`config.mk`:
```
export PLATFORM = sky130hd
export DESIGN_NAME = ald_core
export DESIGN_NICKNAME = d
export VERILOG_FILES = /design/src/hw/ald_pkg.sv /design/src/hw/ald_core.sv
export SDC_FILE = /design/constraint.sdc
export NUM_CORES = 1
export LEC_CHECK = 0
export ABC_AREA = 0
export BUFFER_PORTS_ARGS = -buffer_cell sky130_fd_sc_hd__buf_2
export CELL_PAD_IN_SITES_DETAIL_PLACEMENT = 0
export CELL_PAD_IN_SITES_GLOBAL_PLACEMENT = 1
export CORE_MARGIN = 1
export CORE_UTILIZATION = 41
export DETAILED_ROUTE_END_ITERATION = 8
export GPL_ROUTABILITY_DRIVEN = 0
export PLACE_DENSITY = 0.9
export REMOVE_ABC_BUFFERS = 1
export SLEW_MARGIN = 25
export SYNTH_ARGS = -nofsm -noshare
export SYNTH_HDL_FRONTEND = slang
export SYNTH_SLANG_ARGS = --single-unit
```
`constraint.sdc`:
```
create_clock -name core_clk_i -period 5.4 [get_ports core_clk_i]
set_input_delay 0.27 -clock core_clk_i [delete_from_list [all_inputs] [get_ports core_clk_i]]
set_output_delay 0.27 -clock core_clk_i [all_outputs]
set_load 0.01 [all_outputs]
```
`src/hw/ald_pkg.sv`:
```
// types and constants for the arithmetic/logic decode-execute block
// assumes one processor state per core clock cycle
package ald_pkg;

	// ****************************************
	// operations and operand forms
	// ****************************************
	typedef enum logic [3:0] {
		ALD_OP_ADD, ALD_OP_ADD_WITH_CARRY, ALD_OP_SUB, ALD_OP_SUBTRACT_WITH_BORROW,
		ALD_OP_AND, ALD_OP_OR, ALD_OP_XOR, ALD_OP_COMPARE, ALD_OP_WORD_ADD,
		ALD_OP_WORD_SUBTRACT
	} ald_op_type;

	typedef enum logic [3:0] {
		ALD_FM_ACC_IMM, ALD_FM_SADDR_IMM, ALD_FM_SFR_IMM, ALD_FM_REG_REG,
		ALD_FM_ACC_SADDR, ALD_FM_ACC_SFR, ALD_FM_SADDR_SADDR, ALD_FM_ACC_MEM,
		ALD_FM_MEM_ACC
	} ald_form_type;

	typedef enum logic [1:0] {
		ALD_MM_REG_INDIRECT, ALD_MM_BASE_INDEX, ALD_MM_BASE, ALD_MM_INDEX
	} ald_mem_mode_type;

	typedef enum logic [1:0] {
		ALD_ST_IDLE = 2'h1,
		ALD_ST_EXEC = 2'h2
	} ald_fsm_type;

	// ****************************************
	// carriers
	// ****************************************
	typedef struct packed {
		logic s;
		logic z;
		logic aux_carry_flag;
		logic pv;
		logic sub;
		logic carry_flag;
	} ald_psw_type;

	typedef struct packed {
		ald_op_type op;
		ald_form_type form;
		ald_mem_mode_type mem_mode;
		logic far_area;
		logic [15:0] dst;
		logic [15:0] src;
		logic [7:0] imm_lo;
		logic [7:0] imm_hi;
		ald_psw_type flags;
	} ald_req_type;

	typedef struct packed {
		logic [15:0] data;
		ald_psw_type flags;
		logic write;
		ald_form_type form;
	} ald_rsp_type;

	// ****************************************
	// processor state counts
	// ****************************************
	localparam logic [3:0] ALD_ST_ACC_IMM = 4'h3;
	localparam logic [3:0] ALD_ST_SADDR_IMM = 4'h5;
	localparam logic [3:0] ALD_ST_SADDR_IMM_FAR = 4'h7;
	localparam logic [3:0] ALD_ST_SFR_IMM = 4'hA;
	localparam logic [3:0] ALD_ST_ACC_SADDR_FAR = 4'h4;
	localparam logic [3:0] ALD_ST_ACC_SFR = 4'h7;
	localparam logic [3:0] ALD_ST_PAIR = 4'h6;
	localparam logic [3:0] ALD_ST_PAIR_FAR = 4'h9;
	localparam logic [3:0] ALD_ST_COMPARE_PAIR_FAR = 4'h8;
	localparam logic [3:0] ALD_ST_ACC_MEM = 4'h6;
	localparam logic [3:0] ALD_ST_MEM_ACC = 4'h7;
	localparam logic [3:0] ALD_ST_WORD_EXTRA = 4'h1;

	// ****************************************
	// idle state counts
	// ****************************************
	localparam logic [3:0] ALD_ID_NONE = 4'h0;
	localparam logic [3:0] ALD_ID_ONE = 4'h1;
	localparam logic [3:0] ALD_ID_MEM_ACC = 4'h2;
	localparam logic [3:0] ALD_ID_SHORT = 4'h3;
	localparam logic [3:0] ALD_ID_ACC_MEM = 4'h4;

	// ****************************************
	// instruction byte counts
	// ****************************************
	localparam logic [2:0] ALD_BY_TWO = 3'h2;
	localparam logic [2:0] ALD_BY_THREE = 3'h3;
	localparam logic [2:0] ALD_BY_FOUR = 3'h4;
	localparam logic [2:0] ALD_BY_FIVE = 3'h5;

endpackage
```
`src/hw/ald_core.sv`:
```
// execute unit for the 8-bit arithmetic/logic group and word add/subtract
// assumes fetch has decoded operation and form and presents operand values
//
// How it works
// - acc add-with-carry immediate: 2 bytes, 3 states
// - direct pair add-with-carry: 3 bytes, 6/9 states
// - memory destination add-with-carry: 7-8 states, 2-4 bytes
// - sfr forms carry escape byte; acc-sfr 3 bytes, 7; sfr-imm 4 bytes, 10
// - direct minus immediate: borrow, sub set, 5/7
// - subtract-with-borrow immediate also subtracts incoming carry
// - acc subtract-with-borrow direct: 3/4 states, 2 bytes
// - memory subtract-with-borrow: 7-8 states, 2-3 idle
// - logical: sign, zero, parity; sub cleared, carries kept
// - or pair stores result, 6/9 states, 3 bytes
// - xor pair stores result, logical flags
// - compare updates flags only, discards difference
// - word add immediate low byte first, 4 bytes
// - word pair add writes sum, arithmetic flags
// - word subtract immediate: borrow, sub set, 5/7
// - unaffected flags keep their previous value
`timescale 1ns/1ps
`default_nettype none

module ald_core
	import ald_pkg::*;
(
	// clock and reset
	input wire logic core_clk_i,
	input wire logic reset_i,
	// request
	input wire logic req_valid_i,
	input wire ald_req_type req_i,
	// answer
	output logic busy_o,
	output logic done_o,
	output logic err_o,
	output ald_rsp_type rsp_o,
	// timing and length
	output logic [3:0] states_o,
	output logic [3:0] idle_o,
	output logic [2:0] bytes_o,
	output logic escape_o
);

	typedef struct packed {
		ald_fsm_type fsm;
		logic [3:0] cnt;
		logic busy;
		logic done;
		logic err;
		logic wr_pend;
		ald_rsp_type rsp;
		logic [3:0] states;
		logic [3:0] idle;
		logic [2:0] bytes;
		logic escape;
	} ald_state_type;

	ald_state_type st_ff;
	ald_state_type nxt_st;

	// ****************************************
	// decode helpers
	// ****************************************
	function automatic logic is_word(input ald_op_type op);
		return op == ALD_OP_WORD_ADD || op == ALD_OP_WORD_SUBTRACT;
	endfunction

	function automatic logic is_mem(input ald_form_type f);
		return f == ALD_FM_ACC_MEM || f == ALD_FM_MEM_ACC;
	endfunction

	function automatic logic [3:0] state_count(input ald_req_type r);
		logic [3:0] n;
		logic slow;
		slow = r.mem_mode != ALD_MM_REG_INDIRECT;
		case (r.form)
			ALD_FM_ACC_IMM, ALD_FM_REG_REG: n = ALD_ST_ACC_IMM;
			ALD_FM_SADDR_IMM: n = r.far_area ? ALD_ST_SADDR_IMM_FAR : ALD_ST_SADDR_IMM;
			ALD_FM_SFR_IMM: n = ALD_ST_SFR_IMM;
			ALD_FM_ACC_SADDR: n = r.far_area ? ALD_ST_ACC_SADDR_FAR : ALD_ST_ACC_IMM;
			ALD_FM_ACC_SFR: n = ALD_ST_ACC_SFR;
			ALD_FM_SADDR_SADDR: begin
				if (!r.far_area)
					n = ALD_ST_PAIR;
				else if (r.op == ALD_OP_COMPARE)
					n = ALD_ST_COMPARE_PAIR_FAR;
				else
					n = ALD_ST_PAIR_FAR;
			end
			ALD_FM_ACC_MEM: n = ALD_ST_ACC_MEM + 4'(slow);
			ALD_FM_MEM_ACC: begin
				n = (r.op == ALD_OP_COMPARE) ? ALD_ST_ACC_MEM : ALD_ST_MEM_ACC;
				n = n + 4'(slow);
			end
			default: n = ALD_ST_ACC_IMM;
		endcase
		// word forms that end in the accumulator pair or registers take one more
		if (is_word(r.op) && (r.form == ALD_FM_ACC_IMM || r.form == ALD_FM_REG_REG ||
			r.form == ALD_FM_ACC_SADDR || r.form == ALD_FM_ACC_SFR))
			n = n + ALD_ST_WORD_EXTRA;
		return n;
	endfunction

	function automatic logic [3:0] idle_count(input ald_req_type r);
		logic [3:0] n;
		logic slow;
		logic cmp;
		slow = r.mem_mode != ALD_MM_REG_INDIRECT;
		cmp = r.op == ALD_OP_COMPARE;
		case (r.form)
			ALD_FM_ACC_IMM, ALD_FM_REG_REG: n = ALD_ID_SHORT + 4'(is_word(r.op));
			ALD_FM_SADDR_IMM, ALD_FM_SADDR_SADDR: n = cmp ? ALD_ID_ONE : ALD_ID_NONE;
			ALD_FM_SFR_IMM: n = ALD_ID_SHORT + 4'(cmp);
			ALD_FM_ACC_SADDR: n = ALD_ID_ONE + 4'(is_word(r.op));
			ALD_FM_ACC_SFR: n = ALD_ID_ACC_MEM + 4'(is_word(r.op));
			ALD_FM_ACC_MEM: n = ALD_ID_ACC_MEM + 4'(slow);
			ALD_FM_MEM_ACC: n = ALD_ID_MEM_ACC + 4'(cmp) + 4'(slow);
			default: n = ALD_ID_NONE;
		endcase
		// word subtract of the accumulator pair by immediate idles one less
		if (r.op == ALD_OP_WORD_SUBTRACT && r.form == ALD_FM_ACC_IMM)
			n = ALD_ID_SHORT;
		return n;
	endfunction

	function automatic logic [2:0] byte_count(input ald_req_type r);
		logic [2:0] n;
		case (r.form)
			ALD_FM_ACC_IMM: n = is_word(r.op) ? ALD_BY_THREE : ALD_BY_TWO;
			ALD_FM_SADDR_IMM: n = is_word(r.op) ? ALD_BY_FOUR : ALD_BY_THREE;
			ALD_FM_SFR_IMM: n = is_word(r.op) ? ALD_BY_FIVE : ALD_BY_FOUR;
			ALD_FM_ACC_SFR, ALD_FM_SADDR_SADDR: n = ALD_BY_THREE;
			ALD_FM_ACC_MEM, ALD_FM_MEM_ACC: begin
				case (r.mem_mode)
					ALD_MM_BASE: n = ALD_BY_THREE;
					ALD_MM_INDEX: n = ALD_BY_FOUR;
					default: n = ALD_BY_TWO;
				endcase
			end
			default: n = ALD_BY_TWO;
		endcase
		return n;
	endfunction

	// ****************************************
	// next state and datapath
	// ****************************************
	always_comb begin
		logic [15:0] opa;
		logic [15:0] opb;
		logic [16:0] wres;
		logic [8:0] bres;
		logic [4:0] nib;
		logic cin;
		logic subtract;
		logic logical;
		logic [15:0] res;
		ald_psw_type fl;
		opa = '0;
		opb = '0;
		wres = '0;
		bres = '0;
		nib = '0;
		cin = 1'b0;
		subtract = 1'b0;
		logical = 1'b0;
		res = '0;
		fl = req_i.flags;
		nxt_st = st_ff;
		nxt_st.done = 1'b0;
		nxt_st.err = 1'b0;
		nxt_st.rsp.write = 1'b0;
		case (st_ff.fsm)
			ALD_ST_IDLE: begin
				if (req_valid_i && is_word(req_i.op) && is_mem(req_i.form)) begin
					nxt_st.err = 1'b1;
				end else if (req_valid_i) begin
					opa = req_i.dst;
					opb = (req_i.form == ALD_FM_ACC_IMM || req_i.form == ALD_FM_SADDR_IMM ||
						req_i.form == ALD_FM_SFR_IMM) ? {req_i.imm_hi, req_i.imm_lo} : req_i.src;
					cin = (req_i.op == ALD_OP_ADD_WITH_CARRY ||
						req_i.op == ALD_OP_SUBTRACT_WITH_BORROW) && req_i.flags.carry_flag;
					subtract = req_i.op == ALD_OP_SUB || req_i.op == ALD_OP_SUBTRACT_WITH_BORROW ||
						req_i.op == ALD_OP_COMPARE || req_i.op == ALD_OP_WORD_SUBTRACT;
					logical = req_i.op == ALD_OP_AND || req_i.op == ALD_OP_OR ||
						req_i.op == ALD_OP_XOR;
					if (subtract) begin
						bres = {1'b0, opa[7:0]} - {1'b0, opb[7:0]} - 9'(cin);
						nib = {1'b0, opa[3:0]} - {1'b0, opb[3:0]} - 5'(cin);
						wres = {1'b0, opa} - {1'b0, opb};
					end else begin
						bres = {1'b0, opa[7:0]} + {1'b0, opb[7:0]} + 9'(cin);
						nib = {1'b0, opa[3:0]} + {1'b0, opb[3:0]} + 5'(cin);
						wres = {1'b0, opa} + {1'b0, opb};
					end
					case (req_i.op)
						ALD_OP_AND: res = {8'h00, opa[7:0] & opb[7:0]};
						ALD_OP_OR: res = {8'h00, opa[7:0] | opb[7:0]};
						ALD_OP_XOR: res = {8'h00, opa[7:0] ^ opb[7:0]};
						ALD_OP_WORD_ADD, ALD_OP_WORD_SUBTRACT: res = wres[15:0];
						default: res = {8'h00, bres[7:0]};
					endcase
					fl.sub = subtract;
					if (is_word(req_i.op)) begin
						fl.s = res[15];
						fl.z = res == 16'h0000;
						fl.carry_flag = wres[16];
						fl.pv = subtract ? (opa[15] != opb[15]) && (res[15] != opa[15])
							: (opa[15] == opb[15]) && (res[15] != opa[15]);
					end else begin
						fl.s = res[7];
						fl.z = res[7:0] == 8'h00;
						fl.pv = subtract ? (opa[7] != opb[7]) && (res[7] != opa[7])
							: (opa[7] == opb[7]) && (res[7] != opa[7]);
						fl.carry_flag = bres[8];
					end
					fl.aux_carry_flag = nib[4];
					if (logical) begin
						fl.pv = ~^res[7:0];
						fl.aux_carry_flag = req_i.flags.aux_carry_flag;
						fl.carry_flag = req_i.flags.carry_flag;
					end
					nxt_st.fsm = ALD_ST_EXEC;
					nxt_st.busy = 1'b1;
					nxt_st.cnt = state_count(req_i);
					nxt_st.states = state_count(req_i);
					nxt_st.idle = idle_count(req_i);
					nxt_st.bytes = byte_count(req_i);
					nxt_st.escape = req_i.form == ALD_FM_SFR_IMM ||
						req_i.form == ALD_FM_ACC_SFR;
					nxt_st.wr_pend = req_i.op != ALD_OP_COMPARE;
					nxt_st.rsp.data = res;
					nxt_st.rsp.flags = fl;
					nxt_st.rsp.form = req_i.form;
				end
			end
			ALD_ST_EXEC: begin
				if (st_ff.cnt == 4'h1) begin
					nxt_st.fsm = ALD_ST_IDLE;
					nxt_st.busy = 1'b0;
					nxt_st.done = 1'b1;
					nxt_st.rsp.write = st_ff.wr_pend;
				end else begin
					nxt_st.cnt = st_ff.cnt - 4'h1;
				end
			end
			default: nxt_st.fsm = ALD_ST_IDLE;
		endcase
	end

	always_ff @(posedge core_clk_i) begin
		if (reset_i) begin
			st_ff <= '{fsm: ALD_ST_IDLE, rsp: '{form: ALD_FM_ACC_IMM, default: '0}, default: '0};
		end else begin
			st_ff <= nxt_st;
		end
	end

	assign busy_o = st_ff.busy;
	assign done_o = st_ff.done;
	assign err_o = st_ff.err;
	assign rsp_o = st_ff.rsp;
	assign states_o = st_ff.states;
	assign idle_o = st_ff.idle;
	assign bytes_o = st_ff.bytes;
	assign escape_o = st_ff.escape;

	// ****************************************
	// checks
	// ****************************************
	logic take;
	assign take = st_ff.fsm == ALD_ST_IDLE && req_valid_i &&
		!(is_word(req_i.op) && is_mem(req_i.form));
endmodule

`default_nettype wire

```
Word-level counts from Yosys, hierarchy flattened
Cells that the tools add are included.

Add/subtract/negate cells: 21. Equality and inequality tests: 33. Multiplexer cells: 41. Bitwise logic cells: 7. Reductions and logical operators: 41.

Operators with widths (count): $mux 16 (4); $pmux 16 s4 (1); $pmux 4 s7 (2); $eq 4x3->1 const B (8); $mux 4 (7); $add 16x16->17 (1); $mux 17 (1); $sub 16x16->17 (1); $eq 4x2->1 const B (4); $logic_not 16->1 (1); $pmux 3 s5 (1); $logic_or 1x1->1 (14); $mux 7 (2); $reduce_or 2->1 (7); $add 3x1->4 const A (3); $eq 4x1->1 const B (3); $eq 4x4->1 const B (3); $mux 1 (11); $mux 2 (5); $pmux 5 s2 (1); $add 2x1->3 const A (3); $add 8x8->9 (1); $add 9x1->9 (1); $logic_and 1x1->1 (9); other kinds (32) (49).

Flip-flop bits (word level): 49. Bits of input ports: 68. Output and inout port bits: 42. Logic and storage cells: 162.

Depth between registers and ports, before layout
Gate-level depths: netlist of run 1.

Depth after elaboration: 16. Depth in mapped cells: 22. Gate-level depth less buffers: 21.

Least setup slack after synthesis of run 1
Ideal clock, no wire load.

Kind: input port to flip-flop. From: input req_i[64] (netlist name). To: register st_ff, in the netlist rsp_o[7]. Setup time: 60 ps. Data arrival time: 4070 ps. Required time: 5340 ps. Setup slack: 1270 ps. Stages on the path: 20. Buffers on the path: 3. Path through: buf_2 nor2b_1 nand2_1 and2_1 clkbuf_1 clkbuf_1 nand2_1 xnor2_1 ha_1 nor2b_1 o31a_1 o41a_1 mux2i_1 and4b_1 and2_1 ha_1 xor2_1 xnor2_1 a311oi_1 o41a_1.

Cells in the longest elaborated chain, start to end: 14. Elaborated cells between the ends (all ways): 41. Those cells by class: 2 x add/sub; 11 x eq/ne; 10 x mux; 1 x bitwise; 17 x reduce/logical.

Ends and longest elaborated chain: start, declared (line ald_core.sv:32) `input wire ald_req_type req_i,`; $eq 4x1->1 (tied with other cells) (line ald_core.sv:182) `cin = (req_i.op == ALD_OP_ADD_WITH_CARRY ||`; $logic_or 1x1->1 (on tied branches) (line ald_core.sv:182, ald_core.sv:184); $logic_and 1x1->1 / $logic_or 1x1->1 (equally long branches) (line ald_core.sv:183, ald_core.sv:184); $add 9x1->9 (tied with other cells) (line ald_core.sv:193) `bres = {1'b0, opa[7:0]} + {1'b0, opb[7:0]} + 9'(cin);`; $mux 9 / $mux 17 (equally long branches) (line ald_core.sv:188) `if (subtract) begin`; $pmux 16 s4 (line ald_core.sv:197) `case (req_i.op)`; $mux 16 (line ald_core.sv:178) `end else if (req_valid_i) begin`; $mux 16 (line ald_core.sv:176) `if (req_valid_i && is_word(req_i.op) && is_mem(req_i.form)) begin`; $mux 16 (line ald_core.sv:174) `case (st_ff.fsm)`; $ne 1x1->1 (on tied branches); $logic_and 1x1->1 (on tied branches); $mux 1 (on tied branches) (line ald_core.sv:214, ald_core.sv:209); $mux 1 (line ald_core.sv:205) `if (is_word(req_i.op)) begin`; $mux 2 (line ald_core.sv:219) `if (logical) begin`; end signal, assigned (line ald_core.sv:256) `st_ff <= nxt_st;`; end, declared (line ald_core.sv:59) `ald_state_type st_ff;`.

Parallel ways exist; a longest one is shown, timed or not. The select of a mux whose other input is x is not followed. A chain may end at the register's enable or synchronous reset.

Worst setup path in the final report of run 1
From: input req_i[58] (netlist name). To: register st_ff, in the netlist rsp_o[7].

Cells in the longest elaborated chain, start to end: 16. Elaborated cells between the ends (all ways): 42. Those cells by class: 6 x add/sub; 10 x eq/ne; 11 x mux; 4 x bitwise; 11 x reduce/logical.

Ends and longest elaborated chain: $eq 4x1->1 / $logic_not 4->1 (equally long branches); $logic_or 1x1->1 (2 in series) (line ald_core.sv:180) `opb = (req_i.form == ALD_FM_ACC_IMM || req_i.form == ALD_FM_SADDR_IMM ||`; $mux 16 (line ald_core.sv:181) `req_i.form == ALD_FM_SFR_IMM) ? {req_i.imm_hi, req_i.imm_lo} : req_i.src;`; $add 8x8->9 / $sub 8x8->9 (equally long branches) (line ald_core.sv:193, ald_core.sv:189); $add 9x1->9 / $sub 9x1->9 (equally long branches) (line ald_core.sv:193, ald_core.sv:189); $mux 9 (line ald_core.sv:188); $pmux 16 s4 (line ald_core.sv:197); $mux 16 (line ald_core.sv:178); $mux 16 (line ald_core.sv:176); $mux 16 (line ald_core.sv:174); $ne 1x1->1 (line ald_core.sv:214, ald_core.sv:215); $logic_and 1x1->1 (on tied branches) (line ald_core.sv:215, ald_core.sv:214); $mux 1 (line ald_core.sv:214) `fl.pv = subtract ? (opa[7] != opb[7]) && (res[7] != opa[7])`; $mux 1 (line ald_core.sv:205); $mux 2 (line ald_core.sv:219).

Parallel ways exist; a longest one is shown, timed or not. The select of a mux whose other input is x is not followed.

==> key figures, run 1 <==
Final layout
  • Final core occ: 0.4633
  • Nets: 941
  • Most frequent cells in the layout: buf_2, nor2_1, nand2_1, a21oi_1, ha_1
  • Syn-to-layout area delta: 10.13%
  • Antenna Diode Count: 0
  • Layout cells sized above 1: 0.1675
  • Most common cell after layout, fill and taps aside: buf_2

Floorplan
  • Site Rows: 42
  • Core area: around 13000 um^2
  • Initial core utilization: 0.4207
  • Die footprint: ~14000 um^2
  • Die width: roughly 120 um
  • Die height: between 100 and 150 um
  • Num ports: 110

Route
  • TritonRoute pass-1 iters: 5
  • DR vias: roughly 5400
  • DRT iter0 DRCs: 320
  • Final ANT Viol Nets: 0
  • DRC viols: 0
  • Vias per cell: approximately 5.4
  • WL final: 14240 um
  • Routed wire length per instance: between 10 and 15 um

Power and ir drop
  • Clock power frac: 0.249
  • Switching pwr: approximately 0.56 mW
  • PnR Total Power: around 1.5 mW
  • Largest vdd supply drop: between 0.1 and 0.15 mV
  • PwrDens: around 240 nW/um^2
  • Sw Share: 0.3828
  • Logic pwr share: 0.478
  • Int Pwr: 0.8955 mW
  • Leak: approximately 2.7 nW
  • Register share of total power: 0.273

Worst setup path
  • WP buf/inv: 2
  • Levels on crit path: 17
  • Max stage delay cell, worst path: mux2i_1
  • R2r worst-path depth: 6
  • WS Path Type: primary input to flop
  • Largest stage delay, worst path: ~0.47 ns
  • Crit path capture type: flop
  • Most used cell, CP: ha_1
  • Critical path data required time: between 5 and 6 ns
  • Critical path data arrival time: 4.58 ns
  • Register-to-register setup slack: 3.49 ns
  • Crit-path cells: buf_2 > a211o_1 > buf_4 > mux2i_1 > ha_1 > ha_1 > nor2b_1 > a221oi_1 > nor2_1 > a21oi_1 > and4b_1 > and2_1 > ha_1 > xor2_1 > xnor2_1 > a311oi_1 > o41a_1
  • Crit path max fanout: 25
  • Cell family with most CP delay: compound AO/OA/AOI/OAI gates
  • Critical Path Source Type: primary input

Logic synthesis
  • Primary FF master, synth: dfxtp_1
  • Flops & latches, synth: 48
  • Post-synthesis sequential area ratio: 0.1725
  • Syn Std Cell Area: roughly 5600 um^2
  • Distinct cells, synth: 73
  • EDFF count, synth: 0
  • Mapped Cells: 771
  • Ys async rst share: 0
  • Synth warn: 0
  • Mean post-synth cell area: between 7 and 8 um^2

Clock tree
  • Hold buffers post-CTS: 0
  • CTS tree: done
  • Num CTS Buffers: 5
  • Post_cts resized: 0
  • Post-CTS setup repair buffer count: 0
  • Clk buf depth: 2
  • Clock Tree Root: clkbuf_16
  • Num Clock Sinks: between 40 and 50
  • Htree depth: 2
  • Clk_lat worst skew: 0.30 ns
  • Clk slew on worst S/H paths: approximately 0.070 ns

Placed design
  • Hpwl dp: roughly 11000 um
  • I/O Buffers: 104
  • DP Worst Slack: between 0.8 and 0.9 ns

STA
  • Hold slack: between 0.3 and 0.4 ns
  • Final Skew: approximately 0.0074 ns
  • Final period util: 0.8041
  • Worst Slack Setup Final: around 1.1 ns
  • Total Negative Setup Slacks: 0 ns
  • RSZ-0062 raised after global routing: no
  • Final setup viols: 0
  • Final hold vios: 0
  • Worst Tran Pin Value: 0.6879 ns
  • Slew Viols, Final: 0
  • Rel. slew slack: 0.5295
  • Min Tclk post-route: 4.342 ns
  • FMAX: about 0.23 GHz

Global routing
  • Wire length of the first global-routing pass: 23490 um
  • Initial antenna violation count: 0
  • Vias in the first global route: ~5000
  • GRT overflow: 0
  • Total global-route track usage: 0.2019
  • Largest net degree at the start of global routing: between 40 and 50

Worst hold path
  • Hold Path Class: primary input to flop
  • WHS Path Cells: 3

Run
  • Maxcap violations: 0

Run status
  • Status: completed
==> area by class of cell <==
type                       instances  area (um^2)
clock inverter                     3        46.29
inverter                          44        165.2
fill                            1409         7107
multi-input combinational        604         4023
timing repair buffer             114        595.6
clock buffer                       5        125.1
tap                              176        220.2
sequential                        48        960.9
==> sequential cells by signal, indices dropped and copies added (netlist names) <==
| signal | count |
|---|---|
| busy_o | 1 |
| bytes_o | 3 |
| done_o | 1 |
| err_o | 1 |
| escape_o | 1 |
| idle_o | 3 |
| rsp_o | 27 |
| st_ff | 7 |
| states_o | 4 |
==> stage by stage <==
stage / instances / instance area [um^2]
after CTS: 994 / 6136
after floorplan: 696 / 5144
final: 994 / 6136
after global placement: 986 / 5964
after global routing: 994 / 6136
after detailed placement: 986 / 5964
==> cell usage after synthesis, types with 19 or more instances <==
| cell type | count | area, um^2 |
|---|---|---|
| nor2_1 | 77 | 289.0 |
| nand2_1 | 75 | 281.5 |
| a21oi_1 | 54 | 270.3 |
| ha_1 | 51 | 638.1 |
| dfxtp_1 | 48 | 960.9 |
| inv_1 | 41 | 153.9 |
| buf_4 | 38 | 285.3 |
| clkbuf_1 | 31 | 116.4 |
| nor3_1 | 30 | 150.1 |
| xnor2_1 | 29 | 254.0 |
| o21ai_0 | 27 | 135.1 |
| a211oi_1 | 21 | 157.7 |
| mux2i_1 | 21 | 210.2 |
| nand3_1 | 20 | 100.1 |
| nor2b_1 | 19 | 118.9 |
==> worst reg2reg max path, cell delays in order, from the launching register on <==
cell and delay [ns]:
dfxtp_1 0.32, and3b_1 0.22, and2_1 0.42, buf_4 0.38, nor2_1 0.07, a311oi_1 0.26
o41a_1 0.18
==> worst paths after layout <==
check,from,end
hold reg to reg,rsp_o[2],rsp_o[2]
setup / recovery,req_i[58],rsp_o[7]
setup reg to reg,st_ff[48],rsp_o[7]
hold / removal,req_valid_i,err_o
==> cell families after synthesis <==
| group | synth area share |
|---|---|
| AO/OA/AOI/OAI | 0.2266 |
| XOR/XNOR | 0.06759 |
| adder cells (fa/ha/maj) | 0.1325 |
| buffers and inverters | 0.1064 |
| flip-flops | 0.1725 |
| multiplexers | 0.03773 |
| other | 0.0006731 |
| AND/OR/NAND/NOR | 0.2560 |
==> metal layers <==
| layer | global-route usage | up-vias | routed length [um] |
|---|---|---|---|
| li1 | - | 2768 | - |
| met1 | 0.2702 | 2456 | 6883 |
| met2 | 0.3388 | 145 | 6463 |
| met3 | 0.02365 | 22 | 656 |
| met4 | 0.05854 | 0 | 240 |
| met5 | 0 | - | 0 |
==> power by group through the flow <==
stage,sequential (mW),clock (mW),combinational [mW]
final,0.396,0.362,0.694
after global routing,0.399,0.379,0.774
after CTS,0.396,0.368,0.693
after detailed placement,0.404,0,0.690
after global placement,0.404,0,0.684
after floorplan,0.412,0,0.485
Power figures use the tool's default switching activity.
==> run 2: changes to the inputs <==
clock period = 4.4 ns   (was 5.4 ns; I/O delays follow)
==> run 2 against run 1 <==
Net effect:
- largest power group unchanged
- design area is 2.8% higher
- setup slack lost 0.68 ns
- sequential power up 23%
- via count increased by 1.8%
- clock power rose by 22%
- die area stayed put
- hold slack got worse by 0.094 ns
==> key figures, run 2 (synthesized netlist as in run 1, its figures left out) <==
Final layout
  • Most frequent cells in the layout: buf_2, nor2_1, nand2_1, a21oi_1, ha_1
  • Area taken by multi-input logic gates: around 4000 um^2
  • Fillers: between 1000 and 1500
  • Nets: between 900 and 1000
  • Max FFs per register: 27
  • Layout cells sized above 1: 0.1883
  • Register area: 960.9 um^2
  • Most common cell after layout, fill and taps aside: buf_2
  • Syn-to-layout area delta: 13.23%
  • Post-Layout Inst Area: 6309 um^2

Worst setup path
  • Crit-path cells: buf_2 > a211o_1 > nand2_1 > nand2_1 > buf_4 > fa_1 > inv_1 > ha_1 > a211oi_1 > buf_4 > o21bai_1 > a211oi_1 > o31ai_1 > a21oi_1 > ha_1 > xnor2_1 > xnor2_1 > a311oi_1 > o41a_1
  • Cell family with most CP delay: compound AO/OA/AOI/OAI gates
  • WP buf/inv: 4
  • WS Path Type: primary input to flop
  • Critical path data arrival time: 4.26 ns
  • Critical path data required time: around 4.6 ns
  • Critical Path Source Type: primary input
  • Largest stage delay, worst path: ~0.43 ns
  • Max stage delay cell, worst path: fa_1
  • Crit path capture type: flop
  • Crit path max fanout: 4

STA
  • FMAX: roughly 0.25 GHz
  • Slew Viols, Final: 0
  • Hold slack: roughly 0.21 ns
  • Worst Slack Setup Final: between 0.3 and 0.4 ns
  • Rel. slew slack: 0.5305
  • Worst Tran Pin Value: 0.7042 ns
  • Final period util: 0.9146
  • Min Tclk post-route: 4.024 ns
  • Final Skew: about 0.0053 ns
  • RSZ-0062 raised after global routing: no
  • Final hold vios: 0
  • Final setup viols: 0
  • Total Negative Setup Slacks: 0 ns

Floorplan
  • Initial core utilization: 0.4207
  • Num ports: 110
  • Die footprint: ~14000 um^2
  • Site Rows: 42
  • Die width: about 120 um
  • Die height: 118.6 um
  • Core area: between 10000 and 15000 um^2

Clock tree
  • Htree depth: 2
  • Clk slew on worst S/H paths: approximately 0.06 ns
  • Clk buf depth: 2
  • CTS tree: done
  • Num CTS Buffers: 5
  • Clock Tree Root: clkbuf_16
  • Post_cts resized: 0
  • Post-CTS setup repair buffer count: 0
  • Num Clock Sinks: 48
  • Clk_lat worst skew: 0.29 ns
  • Hold buffers post-CTS: 0

Route
  • TritonRoute pass-1 iters: 5
  • Final ANT Viol Nets: 0
  • DR vias: around 5500
  • DRT iter0 DRCs: about 450
  • Routed wire length per instance: around 15 um
  • DRC viols: 0
  • WL final: roughly 15000 um
  • Vias per cell: 5.403

Global routing
  • Vias in the first global route: 4944
  • Initial antenna violation count: 1
  • Wire length of the first global-routing pass: roughly 24000 um
  • GRT overflow: 0
  • Largest net degree at the start of global routing: 29
  • Total global-route track usage: 0.2082

Power and ir drop
  • PwrDens: 288.6 nW/um^2
  • Largest vdd supply drop: around 0.17 mV
  • PnR Total Power: roughly 1.8 mW
  • Leak: about 2.8 nW

Placed design
  • Placed standard-cell area: a little over 6000 um^2
  • Hpwl dp: about 12000 um
  • DP Worst Slack: between 0.15 and 0.2 ns
  • I/O Buffers: between 100 and 150

Run
  • Maxcap violations: 0

Worst hold path
  • Hold Path Class: primary input to flop

Run status
  • Status: completed
[run 2: cell types whose count changed in the layout (fill, tap and decap cells not counted)]
cell	previous run	this run
buf_12	0	1
buf_4	10	30
diode_2	0	1
[run 2: path summary, 6_finish.rpt]
| kind | cells after the start | endpoint | slack, ns | start |
|---|---|---|---|---|
| setup / recovery | 19 | rsp_o[7] | 0.38 | req_i[58] |
| hold / removal | 3 | rsp_o[2] | 0.21 | req_i[59] |
| setup reg to reg | 6 | idle_o[1] | 2.37 | st_ff[47] |
| hold reg to reg | 2 | rsp_o[22] | 0.45 | rsp_o[22] |
[run 2: power by group]
part           switching [mW]  internal [mW]
Combinational           0.505          0.389
Sequential             0.0193          0.467
Clock                   0.170          0.270
[run 2: worst register-to-register path, cell delays in order (launching register included)]
cell	delay, ns
dfxtp_1	0.37
and3b_1	0.19
and2_1	0.58
buf_4	0.38
o311ai_1	0.17
a21oi_1	0.15
nor3_1	0.06
[run 2: per-stage QoR]
step,std cells,utilization
final,1016,0.4764
after global placement,1007,0.4632
after global routing,1015,0.4762
after CTS,1015,0.4762
after floorplan,696,-
after detailed placement,1007,0.4632
[run 2: final cells by class]
class | instances | share of cell area
clock inverter | 3 | 0.007338
timing repair buffer | 135 | 0.1214
tap | 176 | 0.03491
antenna | 1 | 0.0003967
clock buffer | 5 | 0.01983
multi-input combinational | 604 | 0.6376
sequential | 48 | 0.1523
inverter | 44 | 0.02618
[run 2: metal layers]
| layer | vias to the layer above | global-route usage | share of wire |
|---|---|---|---|
| li1 | 2819 | - | - |
| met1 | 2498 | 0.2880 | 0.48 |
| met2 | 157 | 0.3436 | 0.45 |
| met3 | 15 | 0.02317 | 0.052 |
| met4 | 0 | 0.04905 | 0.014 |
| met5 | - | 0 | 0 |
